**src/inc/lgpc_pkg.sv**
```systemverilog
// Contract
// - local value drives pin only in output mode
// - mode x00 func in, x10 hiz, 001/011
// - mode 101 remote value, held on loss
// - mode 111 remote value, local on loss
// - port select moves pins 1-3 to port two
// - pin two bits 7,6:4; pin one 3,2:0
// - pin six bit 7 drives in output mode
package lgpc_pkg;

   typedef logic [2:0] lgpc_mode_t;

   // register indexes; byte address is four times the index
   localparam logic [5:0] IDX_PIN_ONE_TWO = 6'h0e;
   localparam logic [5:0] IDX_PIN_THREE = 6'h0f;
   localparam logic [5:0] IDX_PIN_FIVE_SIX = 6'h10;
   localparam logic [5:0] IDX_PORT_CTRL = 6'h30;
   localparam logic [5:0] IDX_PIN_STATUS = 6'h31;

   localparam logic [7:0] RST_PIN_ONE_TWO = 8'h00;
   localparam logic [7:0] RST_PIN_THREE = 8'h00;
   localparam logic [7:0] RST_PIN_FIVE_SIX = 8'h00;
   localparam logic [7:0] RST_PORT_CTRL = 8'h00;

   // writable bits of each register
   localparam logic [7:0] MASK_PIN_ONE_TWO = 8'hff;
   localparam logic [7:0] MASK_PIN_THREE = 8'h0f;
   localparam logic [7:0] MASK_PIN_FIVE_SIX = 8'hb0;
   localparam logic [7:0] MASK_PORT_CTRL = 8'h01;

   localparam int unsigned POS_PIN_ONE_MODE = 0;
   localparam int unsigned POS_PIN_ONE_VAL = 3;
   localparam int unsigned POS_PIN_TWO_MODE = 4;
   localparam int unsigned POS_PIN_TWO_VAL = 7;
   localparam int unsigned POS_PIN_THREE_MODE = 0;
   localparam int unsigned POS_PIN_THREE_VAL = 3;
   localparam int unsigned POS_PIN_SIX_MODE = 4;
   localparam int unsigned POS_PIN_SIX_VAL = 7;
   localparam int unsigned POS_PORT_SEL = 0;

   localparam lgpc_mode_t MODE_LOCAL_OUT = 3'h1;
   localparam lgpc_mode_t MODE_LOCAL_IN = 3'h3;
   localparam lgpc_mode_t MODE_REMOTE_HOLD = 3'h5;
   localparam lgpc_mode_t MODE_REMOTE_DEFAULT = 3'h7;
   localparam logic [1:0] MODE_LOW_FUNC_IN = 2'h0;
   localparam logic [1:0] MODE_LOW_HIZ = 2'h2;
   localparam logic [1:0] MODE_SIX_OUT = 2'h1;

   // true for the three modes in which the pin is an output
   function automatic logic mode_drives(input lgpc_mode_t m);
      mode_drives = (m == MODE_LOCAL_OUT) || (m == MODE_REMOTE_HOLD) ||
                    (m == MODE_REMOTE_DEFAULT);
   endfunction : mode_drives

   function automatic logic mode_value(input lgpc_mode_t m,
                                       input logic local_value,
                                       input logic remote_value,
                                       input logic link_up);
      if (m == MODE_REMOTE_HOLD)
         mode_value = remote_value;
      else if (m == MODE_REMOTE_DEFAULT)
         mode_value = link_up ? remote_value : local_value;
      else if (m == MODE_LOCAL_OUT)
         mode_value = local_value;
      else
         mode_value = 1'b0;
   endfunction : mode_value

endpackage : lgpc_pkg

```
**src/hdl/lgpc_remote_hold.sv**
```systemverilog
module lgpc_remote_hold (
   input wire logic pclk,
   input wire logic presetn,
   input wire logic [2:0] remote_value,
   input wire logic link_up,
   output logic [2:0] held_value,
   output logic link_up_reg
);

   // while the link is up the value follows the far end; on loss it stays
   wire logic [2:0] held_next = link_up ? remote_value : held_value;

   always_ff @(posedge pclk or negedge presetn) begin
      if (!presetn) begin
         held_value <= 3'h0;
         link_up_reg <= 1'b0;
      end else begin
         held_value <= held_next;
         link_up_reg <= link_up;
      end
   end
endmodule : lgpc_remote_hold

```
**src/hdl/lgpc_pin_drive.sv**
```systemverilog
module lgpc_pin_drive (
   input wire logic pclk,
   input wire logic presetn,
   input wire logic enable,
   input wire logic [2:0] mode,
   input wire logic local_value,
   input wire logic remote_value,
   input wire logic link_up,
   output logic pin_out,
   output logic pin_oe
);

   wire logic oe_next = enable & lgpc_pkg::mode_drives(mode);
   wire logic out_next = oe_next &
      lgpc_pkg::mode_value(mode, local_value, remote_value, link_up);

   always_ff @(posedge pclk or negedge presetn) begin
      if (!presetn) begin
         pin_oe <= 1'b0;
         pin_out <= 1'b0;
      end else begin
         pin_oe <= oe_next;
         pin_out <= out_next;
      end
   end
endmodule : lgpc_pin_drive

```
**src/hdl/lgpc_top.sv**
```systemverilog
// Chosen here: the APB register port.
module lgpc_top (
   input wire logic pclk,
   input wire logic presetn,
   input wire logic psel,
   input wire logic penable,
   input wire logic pwrite,
   input wire logic [7:0] paddr,
   input wire logic [31:0] pwdata,
   output logic [31:0] prdata,
   output logic pready,
   output logic pslverr,
   input wire logic [2:0] remote_value_p0,
   input wire logic link_up_p0,
   input wire logic [2:0] remote_value_p1,
   input wire logic link_up_p1,
   input wire logic [2:0] pin_in,
   output logic [2:0] pin_out,
   output logic [2:0] pin_oe,
   input wire logic [2:0] second_port_pin_in,
   output logic [2:0] second_port_pin_out,
   output logic [2:0] second_port_pin_oe,
   input wire logic pin_six_in,
   output logic pin_six_out,
   output logic pin_six_oe
);

   logic [7:0] pin_one_two_reg;
   logic [7:0] pin_three_reg;
   logic [7:0] pin_five_six_reg;
   logic [7:0] port_ctrl_reg;
   logic [31:0] prdata_next;
   logic pready_next;
   logic pslverr_next;
   logic pin_six_oe_next;
   logic pin_six_out_next;

   // apb decode: one wait-free access phase after each setup
   wire logic setup_phase = psel & ~penable;
   wire logic access_done = psel & penable & pready;
   wire logic [5:0] reg_index = paddr[7:2];
   wire logic aligned = (paddr[1:0] == 2'h0);
   wire logic hit_one_two = aligned &&
      (reg_index == lgpc_pkg::IDX_PIN_ONE_TWO);
   wire logic hit_three = aligned &&
      (reg_index == lgpc_pkg::IDX_PIN_THREE);
   wire logic hit_five_six = aligned &&
      (reg_index == lgpc_pkg::IDX_PIN_FIVE_SIX);
   wire logic hit_port_ctrl = aligned &&
      (reg_index == lgpc_pkg::IDX_PORT_CTRL);
   wire logic hit_status = aligned &&
      (reg_index == lgpc_pkg::IDX_PIN_STATUS);
   wire logic hit_any = hit_one_two | hit_three | hit_five_six |
      hit_port_ctrl | hit_status;
   // status is read-only, so a write to it is refused
   wire logic access_ok = hit_any & ~(pwrite & hit_status);
   wire logic do_write = access_done & pwrite & ~pslverr;

   wire logic [7:0] wbyte = pwdata[7:0];
   wire logic [7:0] one_two_next = hit_one_two && do_write ?
      (wbyte & lgpc_pkg::MASK_PIN_ONE_TWO) : pin_one_two_reg;
   wire logic [7:0] three_next = hit_three && do_write ?
      (wbyte & lgpc_pkg::MASK_PIN_THREE) : pin_three_reg;
   wire logic [7:0] five_six_next = hit_five_six && do_write ?
      (wbyte & lgpc_pkg::MASK_PIN_FIVE_SIX) : pin_five_six_reg;
   wire logic [7:0] port_ctrl_next = hit_port_ctrl && do_write ?
      (wbyte & lgpc_pkg::MASK_PORT_CTRL) : port_ctrl_reg;

   // field extraction of the pin registers
   wire logic port_sel = port_ctrl_reg[lgpc_pkg::POS_PORT_SEL];
   wire logic [2:0] mode_one =
      pin_one_two_reg[lgpc_pkg::POS_PIN_ONE_MODE +: 3];
   wire logic [2:0] mode_two =
      pin_one_two_reg[lgpc_pkg::POS_PIN_TWO_MODE +: 3];
   wire logic [2:0] mode_three =
      pin_three_reg[lgpc_pkg::POS_PIN_THREE_MODE +: 3];
   wire logic [2:0] local_vals = {
      pin_three_reg[lgpc_pkg::POS_PIN_THREE_VAL],
      pin_one_two_reg[lgpc_pkg::POS_PIN_TWO_VAL],
      pin_one_two_reg[lgpc_pkg::POS_PIN_ONE_VAL]};
   wire logic [8:0] modes = {mode_three, mode_two, mode_one};
   wire logic [1:0] mode_six =
      pin_five_six_reg[lgpc_pkg::POS_PIN_SIX_MODE +: 2];
   wire logic val_six = pin_five_six_reg[lgpc_pkg::POS_PIN_SIX_VAL];

   // remote values, held per port across link loss
   logic [2:0] held_p0;
   logic [2:0] held_p1;
   logic link_p0_reg;
   logic link_p1_reg;

   lgpc_remote_hold u_hold_p0 (
      .pclk(pclk),
      .presetn(presetn),
      .remote_value(remote_value_p0),
      .link_up(link_up_p0),
      .held_value(held_p0),
      .link_up_reg(link_p0_reg)
   );

   lgpc_remote_hold u_hold_p1 (
      .pclk(pclk),
      .presetn(presetn),
      .remote_value(remote_value_p1),
      .link_up(link_up_p1),
      .held_value(held_p1),
      .link_up_reg(link_p1_reg)
   );

   // fields steer either the primary pins or the second port
   genvar g;
   generate
      for (g = 0; g < 3; g++) begin : g_pin
         lgpc_pin_drive u_primary (
            .pclk(pclk),
            .presetn(presetn),
            .enable(~port_sel),
            .mode(modes[3*g +: 3]),
            .local_value(local_vals[g]),
            .remote_value(held_p0[g]),
            .link_up(link_p0_reg),
            .pin_out(pin_out[g]),
            .pin_oe(pin_oe[g])
         );
         lgpc_pin_drive u_second (
            .pclk(pclk),
            .presetn(presetn),
            .enable(port_sel),
            .mode(modes[3*g +: 3]),
            .local_value(local_vals[g]),
            .remote_value(held_p1[g]),
            .link_up(link_p1_reg),
            .pin_out(second_port_pin_out[g]),
            .pin_oe(second_port_pin_oe[g])
         );
      end
   endgenerate

   // pin six has no remote control and is not redirected
   assign pin_six_oe_next = (mode_six == lgpc_pkg::MODE_SIX_OUT);
   assign pin_six_out_next = pin_six_oe_next & val_six;

   wire logic [2:0] sel_pin_in = port_sel ? second_port_pin_in : pin_in;
   wire logic [7:0] status_byte = {2'h0, pin_six_in, sel_pin_in,
      link_p1_reg, link_p0_reg};

   always_comb begin
      prdata_next = 32'h0;
      if (setup_phase && !pwrite && access_ok) begin
         if (hit_one_two)
            prdata_next = {24'h0, pin_one_two_reg};
         else if (hit_three)
            prdata_next = {24'h0, pin_three_reg};
         else if (hit_five_six)
            prdata_next = {24'h0, pin_five_six_reg};
         else if (hit_port_ctrl)
            prdata_next = {24'h0, port_ctrl_reg};
         else
            prdata_next = {24'h0, status_byte};
      end else if (psel && penable && !pready) begin
         prdata_next = prdata;
      end
   end

   assign pready_next = setup_phase;
   assign pslverr_next = setup_phase & ~access_ok;

   always_ff @(posedge pclk or negedge presetn) begin
      if (!presetn) begin
         prdata <= 32'h0;
         pready <= 1'b0;
         pslverr <= 1'b0;
      end else begin
         prdata <= prdata_next;
         pready <= pready_next;
         pslverr <= pslverr_next;
      end
   end

   always_ff @(posedge pclk or negedge presetn) begin
      if (!presetn) begin
         pin_one_two_reg <= lgpc_pkg::RST_PIN_ONE_TWO;
         pin_three_reg <= lgpc_pkg::RST_PIN_THREE;
         pin_five_six_reg <= lgpc_pkg::RST_PIN_FIVE_SIX;
         port_ctrl_reg <= lgpc_pkg::RST_PORT_CTRL;
      end else begin
         pin_one_two_reg <= one_two_next;
         pin_three_reg <= three_next;
         pin_five_six_reg <= five_six_next;
         port_ctrl_reg <= port_ctrl_next;
      end
   end

   always_ff @(posedge pclk or negedge presetn) begin
      if (!presetn) begin
         pin_six_oe <= 1'b0;
         pin_six_out <= 1'b0;
      end else begin
         pin_six_oe <= pin_six_oe_next;
         pin_six_out <= pin_six_out_next;
      end
   end
endmodule : lgpc_top

```
**config.mk**
```make
export PLATFORM = sky130hd
export DESIGN_NAME = lgpc_top
export DESIGN_NICKNAME = d
export VERILOG_FILES = /design/src/inc/lgpc_pkg.sv /design/src/hdl/lgpc_remote_hold.sv /design/src/hdl/lgpc_pin_drive.sv /design/src/hdl/lgpc_top.sv
export SDC_FILE = /design/constraint.sdc
export NUM_CORES = 1
export LEC_CHECK = 0
export BUFFER_PORTS_ARGS = -buffer_cell sky130_fd_sc_hd__buf_4
export CAP_MARGIN = 10
export CORE_MARGIN = 2
export CORE_UTILIZATION = 39
export DETAILED_ROUTE_END_ITERATION = 6
export PLACE_DENSITY = 0.72
export SETUP_SLACK_MARGIN = 0.3
export SYNTH_ARGS = -nofsm -noshare
export SYNTH_HDL_FRONTEND = slang
export SYNTH_SLANG_ARGS = --single-unit
```
**constraint.sdc**
```tcl
create_clock -name pclk -period 2.8 [get_ports pclk]
set_clock_uncertainty 0.2 [all_clocks]
set_input_delay 0.14 -clock pclk [delete_from_list [all_inputs] [get_ports pclk]]
set_output_delay 0.14 -clock pclk [all_outputs]
set_load 0.05 [all_outputs]
```
**Word level (Yosys, flattened, before mapping)**

Cells that the tools add are included.
W data, S select, Z words.

- Flip-flop bits (word level): 72
- Input port bits: 60
- Output and inout port bits: 48
- Word-level logic and storage cells: 121

- Equality and inequality tests: 16
- Mux-type cells: 28
- Bitwise gates (word level): 30
- Reduce and logical (&&, ||, !) cells: 22

Operator list:

| cell | count |
|---|---|
| $mux W32 | 4 |
| $and A1 B1 Y1 | 21 |
| $mux W1 | 21 |
| $eq A3 B3 Y1 const B | 6 |
| $logic_and A1 B1 Y1 | 13 |
| $eq A6 B4 Y1 const B | 2 |
| $eq A6 B6 Y1 const B | 2 |
| $eq A3 B1 Y1 const B | 3 |
| $mux W8 | 1 |
| $eq A6 B5 Y1 const B | 1 |
| $logic_or A1 B1 Y1 | 6 |
| $mux W6 | 1 |
| $not A1 Y1 | 5 |
| $or A1 B1 Y1 | 4 |
| $mux W3 | 1 |
| $eq A2 B1 Y1 const B | 1 |
| $logic_not A1 Y1 | 2 |
| $logic_not A2 Y1 | 1 |
| $ne A2 B2 Y1 const B | 1 |

**Logic depth before layout (Yosys ltp)**

- Word-level depth: 9
- Gate-level depth with buffers: 6
- Depth with buffers taken out: 4

**Modules after synthesis**

From an unflattened synthesis, not the netlist that was laid out.

- Cells, all modules: 216
- Area total of the unflattened synthesis: 2347.3 um^2

By module, submodules not included:

| module | times used | cells an instance | area an instance (um^2) | sequential area each (um^2) |
|---|---|---|---|---|
| lgpc_top | 1 | 136 | 1501.4 | 700.7 |
| lgpc_pin_drive | 6 | 11 | 96.3 | 50.0 |
| lgpc_remote_hold | 2 | 7 | 133.9 | 100.1 |

**Least setup slack after synthesis**

No wires, ideal clock.

- Path type: input to register
- Start point: in paddr[6]
- End point: reg prdata[0]
- Library setup time: 0.095 ns
- Data arrival time: 1.745 ns
- Data required time: 2.505 ns
- Path slack: 0.760 ns
- Stages: 6
- Path buffers: 2
- Cell sequence: or4b_1 -> buf_2 -> or2_1 -> buf_6 -> a311o_1 -> o31ai_1

- Cells in the longest elaborated chain, start to end: 9
- Elaborated cells on any way between the ends: 24
- Those cells by class: 6 x eq/ne; 5 x mux; 7 x bitwise; 6 x reduce/logical

Ends and longest elaborated chain:

| element | line | RTL |
|---|---|---|
| from (decl) | lgpc_top.sv:8 | `input wire logic [7:0] paddr,` |
| $eq A6 B4 Y1 (on tied branches) | lgpc_top.sv:44, lgpc_top.sv:46 |  |
| $logic_and A1 B1 Y1 (on tied branches) | lgpc_top.sv:43, lgpc_top.sv:45 |  |
| $or A1 B1 Y1 (3 in series) | lgpc_top.sv:53 | `wire logic hit_any = hit_one_two \| hit_three \| hit_five_six \|` |
| $or A1 B1 Y1 | lgpc_top.sv:54 | `hit_port_ctrl \| hit_status;` |
| $and A1 B1 Y1 | lgpc_top.sv:56 | `wire logic access_ok = hit_any & ~(pwrite & hit_status);` |
| $logic_and A1 B1 Y1 | lgpc_top.sv:149 | `if (setup_phase && !pwrite && access_ok) begin` |
| $ne A2 B2 Y1 (no line) or $mux W32 (tied branches) | -- |  |
| to (signal assigned) | lgpc_top.sv:174 | `prdata <= prdata_next;` |
| to (decl) | lgpc_top.sv:10 | `output logic [31:0] prdata,` |

Several ways; a longest one is shown, not always the timed one.
A chain may end at the register's enable or synchronous reset.

**Worst setup path after layout**

- Start point: in paddr[2]
- End point: reg prdata[0]

The elaborated chain is that of the path after synthesis.

==> results.txt <==
----------------------------------------------------
[Setup path]
  Required time reported for the critical path endpoint ... 2.82 ns
  Kind of launch point of the worst setup path ... primary input
  Kind of end point of the critical path ... register
  Source of the critical timing path ... paddr[2]
  Worst R2R Start ... pready
  Critical Setup Path Class ... in2reg
  Max Fanout on Critical Path ... 12
  Worst path arrival time ... 2.26 ns

[Status]
  Outcome ... completed

[STA]
  Slew at the pin with the worst max-slew slack ... 0.583 ns
  Summed negative setup slack over all endpoints ... 0 ns
  Post-Route Hold Slack ... 0.0489 ns
  Max-slew violation count ... 0
  Post-layout worst setup margin ... 0.557 ns
  Relative slew margins ... 61.1%
  Highest clock frequency the design can meet ... 446 MHz
  Setup repair after global routing missed its margin ... no
  Setup-violating endpoint count in the final report ... 0
  Final critical-path share of the clock period ... 80.1%
  Min cycle time layout ... 2.24 ns
  Final Hold Violating Endpoints ... 0

[Power]
  Worst supply voltage drop on vdd ... 187 µV
  Power, Total ... 1320 µW
  Leakage power total ... 0.00150 µW
  P per Cell Area ... 427 nW/µm²

[Clock network]
  Inserted Clock Buffers ... 5
  Number of sinks on the clock net ... 48
  CTS tree ... built
  Deepest clock path buffer count ... 2
  Clock latency reported for the late side of the worst-skew pair ... 0.30 ns
  Clock transition time at the flip-flop clock pins of the worst setup and hold paths ... 0.08 ns
  Buffer cell driving the clock tree root ... sky130_fd_sc_hd__clkbuf_8
  Count of buffers added by post-CTS timing repair for setup ... 0
  H-tree level count ... 2

[Synthesis]
  Fraction of the yosys area taken by sequential cells ... 49.8%
  Arithmetic-cell share of the synthesized area counting full adders, half adders and majority gates ... 0%
  Share of synthesized area spent on multiplexers ... 14.5%
  Most used flip-flop cell after synthesis ... sky130_fd_sc_hd__dfrtp_1
  Count of flip-flops with a built-in enable after synthesis ... 0
  Most used standard cell by instance count after synthesis ... sky130_fd_sc_hd__dfrtp_1
  Proportion of netlist area held by the largest area contributor ... 49.8%
  Combinational family with the most area after synthesis ... multiplexers
  Synthesized-area fraction occupied by and/or/nand/nor cells ... 13.9%
  Number of distinct library cell variants in the gate-level netlist after synthesis ... 40
  Compound-Gate Fraction of Synth Area ... 8.51%
  Proportion of register bits with asynchronous set or reset after synthesis ... 100%
  Cell count after synthesis ... 226
  Count of warnings emitted by yosys ... 0
  Area contributors post-synth ... sky130_fd_sc_hd__dfrtp_1 (50%), sky130_fd_sc_hd__buf_4 (11%), sky130_fd_sc_hd__mux2_2 (11%)
  Parity-gate share of the synthesized area counting xor and xnor cells ... 0%
  Synthesized cell area ... 2410 µm²
  Synthesis-stage register bit count ... 48
  Area leader, netlist ... sky130_fd_sc_hd__dfrtp_1
  Synth top cells by count ... sky130_fd_sc_hd__dfrtp_1 (48), sky130_fd_sc_hd__buf_4 (36), sky130_fd_sc_hd__mux2_2 (24), sky130_fd_sc_hd__nand2_1 (19), sky130_fd_sc_hd__o21ai_0 (15)
  Mean instance size in the synthesized netlist ... 10.7 µm²

[Drt]
  Detail-routed via count per cell ... 4.93
  Routed WL per cell ... 14.2 µm
  Routed wire length ... 5320 µm
  Number of DRC markers in iteration 0 ... 68
  Total DRC errors in the routed layout ... 0
  TritonRoute pass-1 iters ... 4
  Antenna Violating Nets Remaining ... 0
  Routed vias ... 1842

[Die]
  Initial Utilization ... 40.5%
  Placement row count ... 28
  Die outline height ... 82.6 µm
  Standard cell core area ... 5960 µm²
  Overall die width ... 82.6 µm
  I/O pin cnt ... 108
  Die Area ... 6830 µm²

[Placement]
  HPWL Detailed ... 3890 µm
  Final weighted congestion in routability-driven placement ... 0.871
  Instance count after placement with tap cells included ... 342
  Port Buffers ... 59
  Post-placement worst setup slack ... 0.457 ns

[Finish]
  Area Overhead vs Synth ... 27.9%
  Fraction of final layout cells with drive strength greater than 1 ... 31.1%
  Post-Layout Cell Count ... 374
  Fill cell instance count of the final layout ... 531
  Number of antenna cells inserted ... 0
  Total Nets Final ... 359

[Global routing]
  GR Overflow Total ... 0
  Largest net degree at the start of global routing ... 49
  Number of antenna violations at the first check in global routing ... 0
  Vias in the first global route ... 1819
  Overall fraction of global-route tracks in use ... 16.9%
  First-pass GRT wire length ... 8660 µm

[Hold path]
  Hold path startpoint ... pin_six_in
  Kind of path behind the tightest hold check ... in2reg

[Run]
  # Max-Cap Violations ... 0

----------------------------------------------------
cells by family (layout without fill, tap and decap cells):
logic type             after synthesis  in the layout
AOI/OAI and AO/OA                   34             34
other                                1             24
DFF                                 48             48
and+or+nand+nor                     65             65
muxes                               32             32
buffers and inverters               46             96
layer usage:
metal	vias up	global-route usage (%)	share of wire (%)
met5	-	0	0
met4	0	5.25	1.4
met3	9	4.89	7.3
met2	67	28.0	50
met1	885	21.4	42
li1	881	-	-
area by class of cell:
class | instances | area, µm² | share of cell area, %
timing repair buffer | 84 | 693 | 22.5
inverter | 5 | 18.8 | 0.609
tap | 75 | 93.8 | 3.04
clock buffer | 5 | 68.8 | 2.23
multi-input combinational | 155 | 995 | 32.3
clock inverter | 2 | 12.5 | 0.406
sequential | 48 | 1200 | 39.0
critical path, cell delays in order:
cell	delay, ns
sky130_fd_sc_hd__dlygate4sd3_1	0.53
sky130_fd_sc_hd__buf_4	0.19
sky130_fd_sc_hd__nor4_4	0.36
sky130_fd_sc_hd__nand2_1	0.23
sky130_fd_sc_hd__a311o_1	0.53
sky130_fd_sc_hd__o31ai_1	0.27
placed cells by master (no fill, tap or decap), drive strengths merged, types with 3 or more instances in the layout:
| cell | synthesis | routed |
|---|---|---|
| o21ai | 16 | 16 |
| a21oi | 6 | 6 |
| mux2 | 24 | 24 |
| nor2b | 4 | 4 |
| nand2 | 19 | 19 |
| nand4 | 3 | 3 |
| inv | 5 | 5 |
| conb | 1 | 24 |
| buf | 39 | 59 |
| nand3 | 4 | 4 |
| nor2 | 10 | 10 |
| nor3 | 11 | 11 |
| dlygate4sd3 | 0 | 25 |
| dfrtp | 48 | 48 |
| a31oi | 3 | 3 |
| mux2i | 8 | 8 |
| clkbuf | 2 | 5 |
timing repair:
item | 4_1_cts | 5_1_grt
endpoints found under the setup margin | 0 | 8
hold endpoints to repair | 74 | 0
resized for setup | 0 | 2
hold buffers | 25 | 0
per-stage QoR:
stage / instance area (µm²) / utilization (%)
2_1_floorplan: 2500 / -
3_3_place_gp: 2740 / 45.9
3_5_place_dp: 2740 / 45.9
4_1_cts: 3070 / 51.5
5_1_grt: 3080 / 51.8
6_report: 3080 / 51.8
power by group:
group          leakage [µW]  total [µW]  switching (µW)  internal (µW)
Combinational      0.000813         207             130           76.2
Clock             0.0000400         392             223            169
Sequential         0.000650         716            10.9            705
path summary, 6_finish.rpt:
path                                            end  slack, ns  cells after the start
max in group asynchronous  g_pin[2].u_second.pin_oe       1.83                      2
hold reg to reg                           prdata[1]       0.29                      2
setup / recovery                          prdata[0]       0.56                      6
min in group asynchronous                pin_six_oe       0.17                      2
setup reg to reg                 pin_one_two_reg[3]       1.02                      4
hold / removal                            prdata[5]       0.05                      4
No activity file was read; power rests on OpenSTA's default activity.
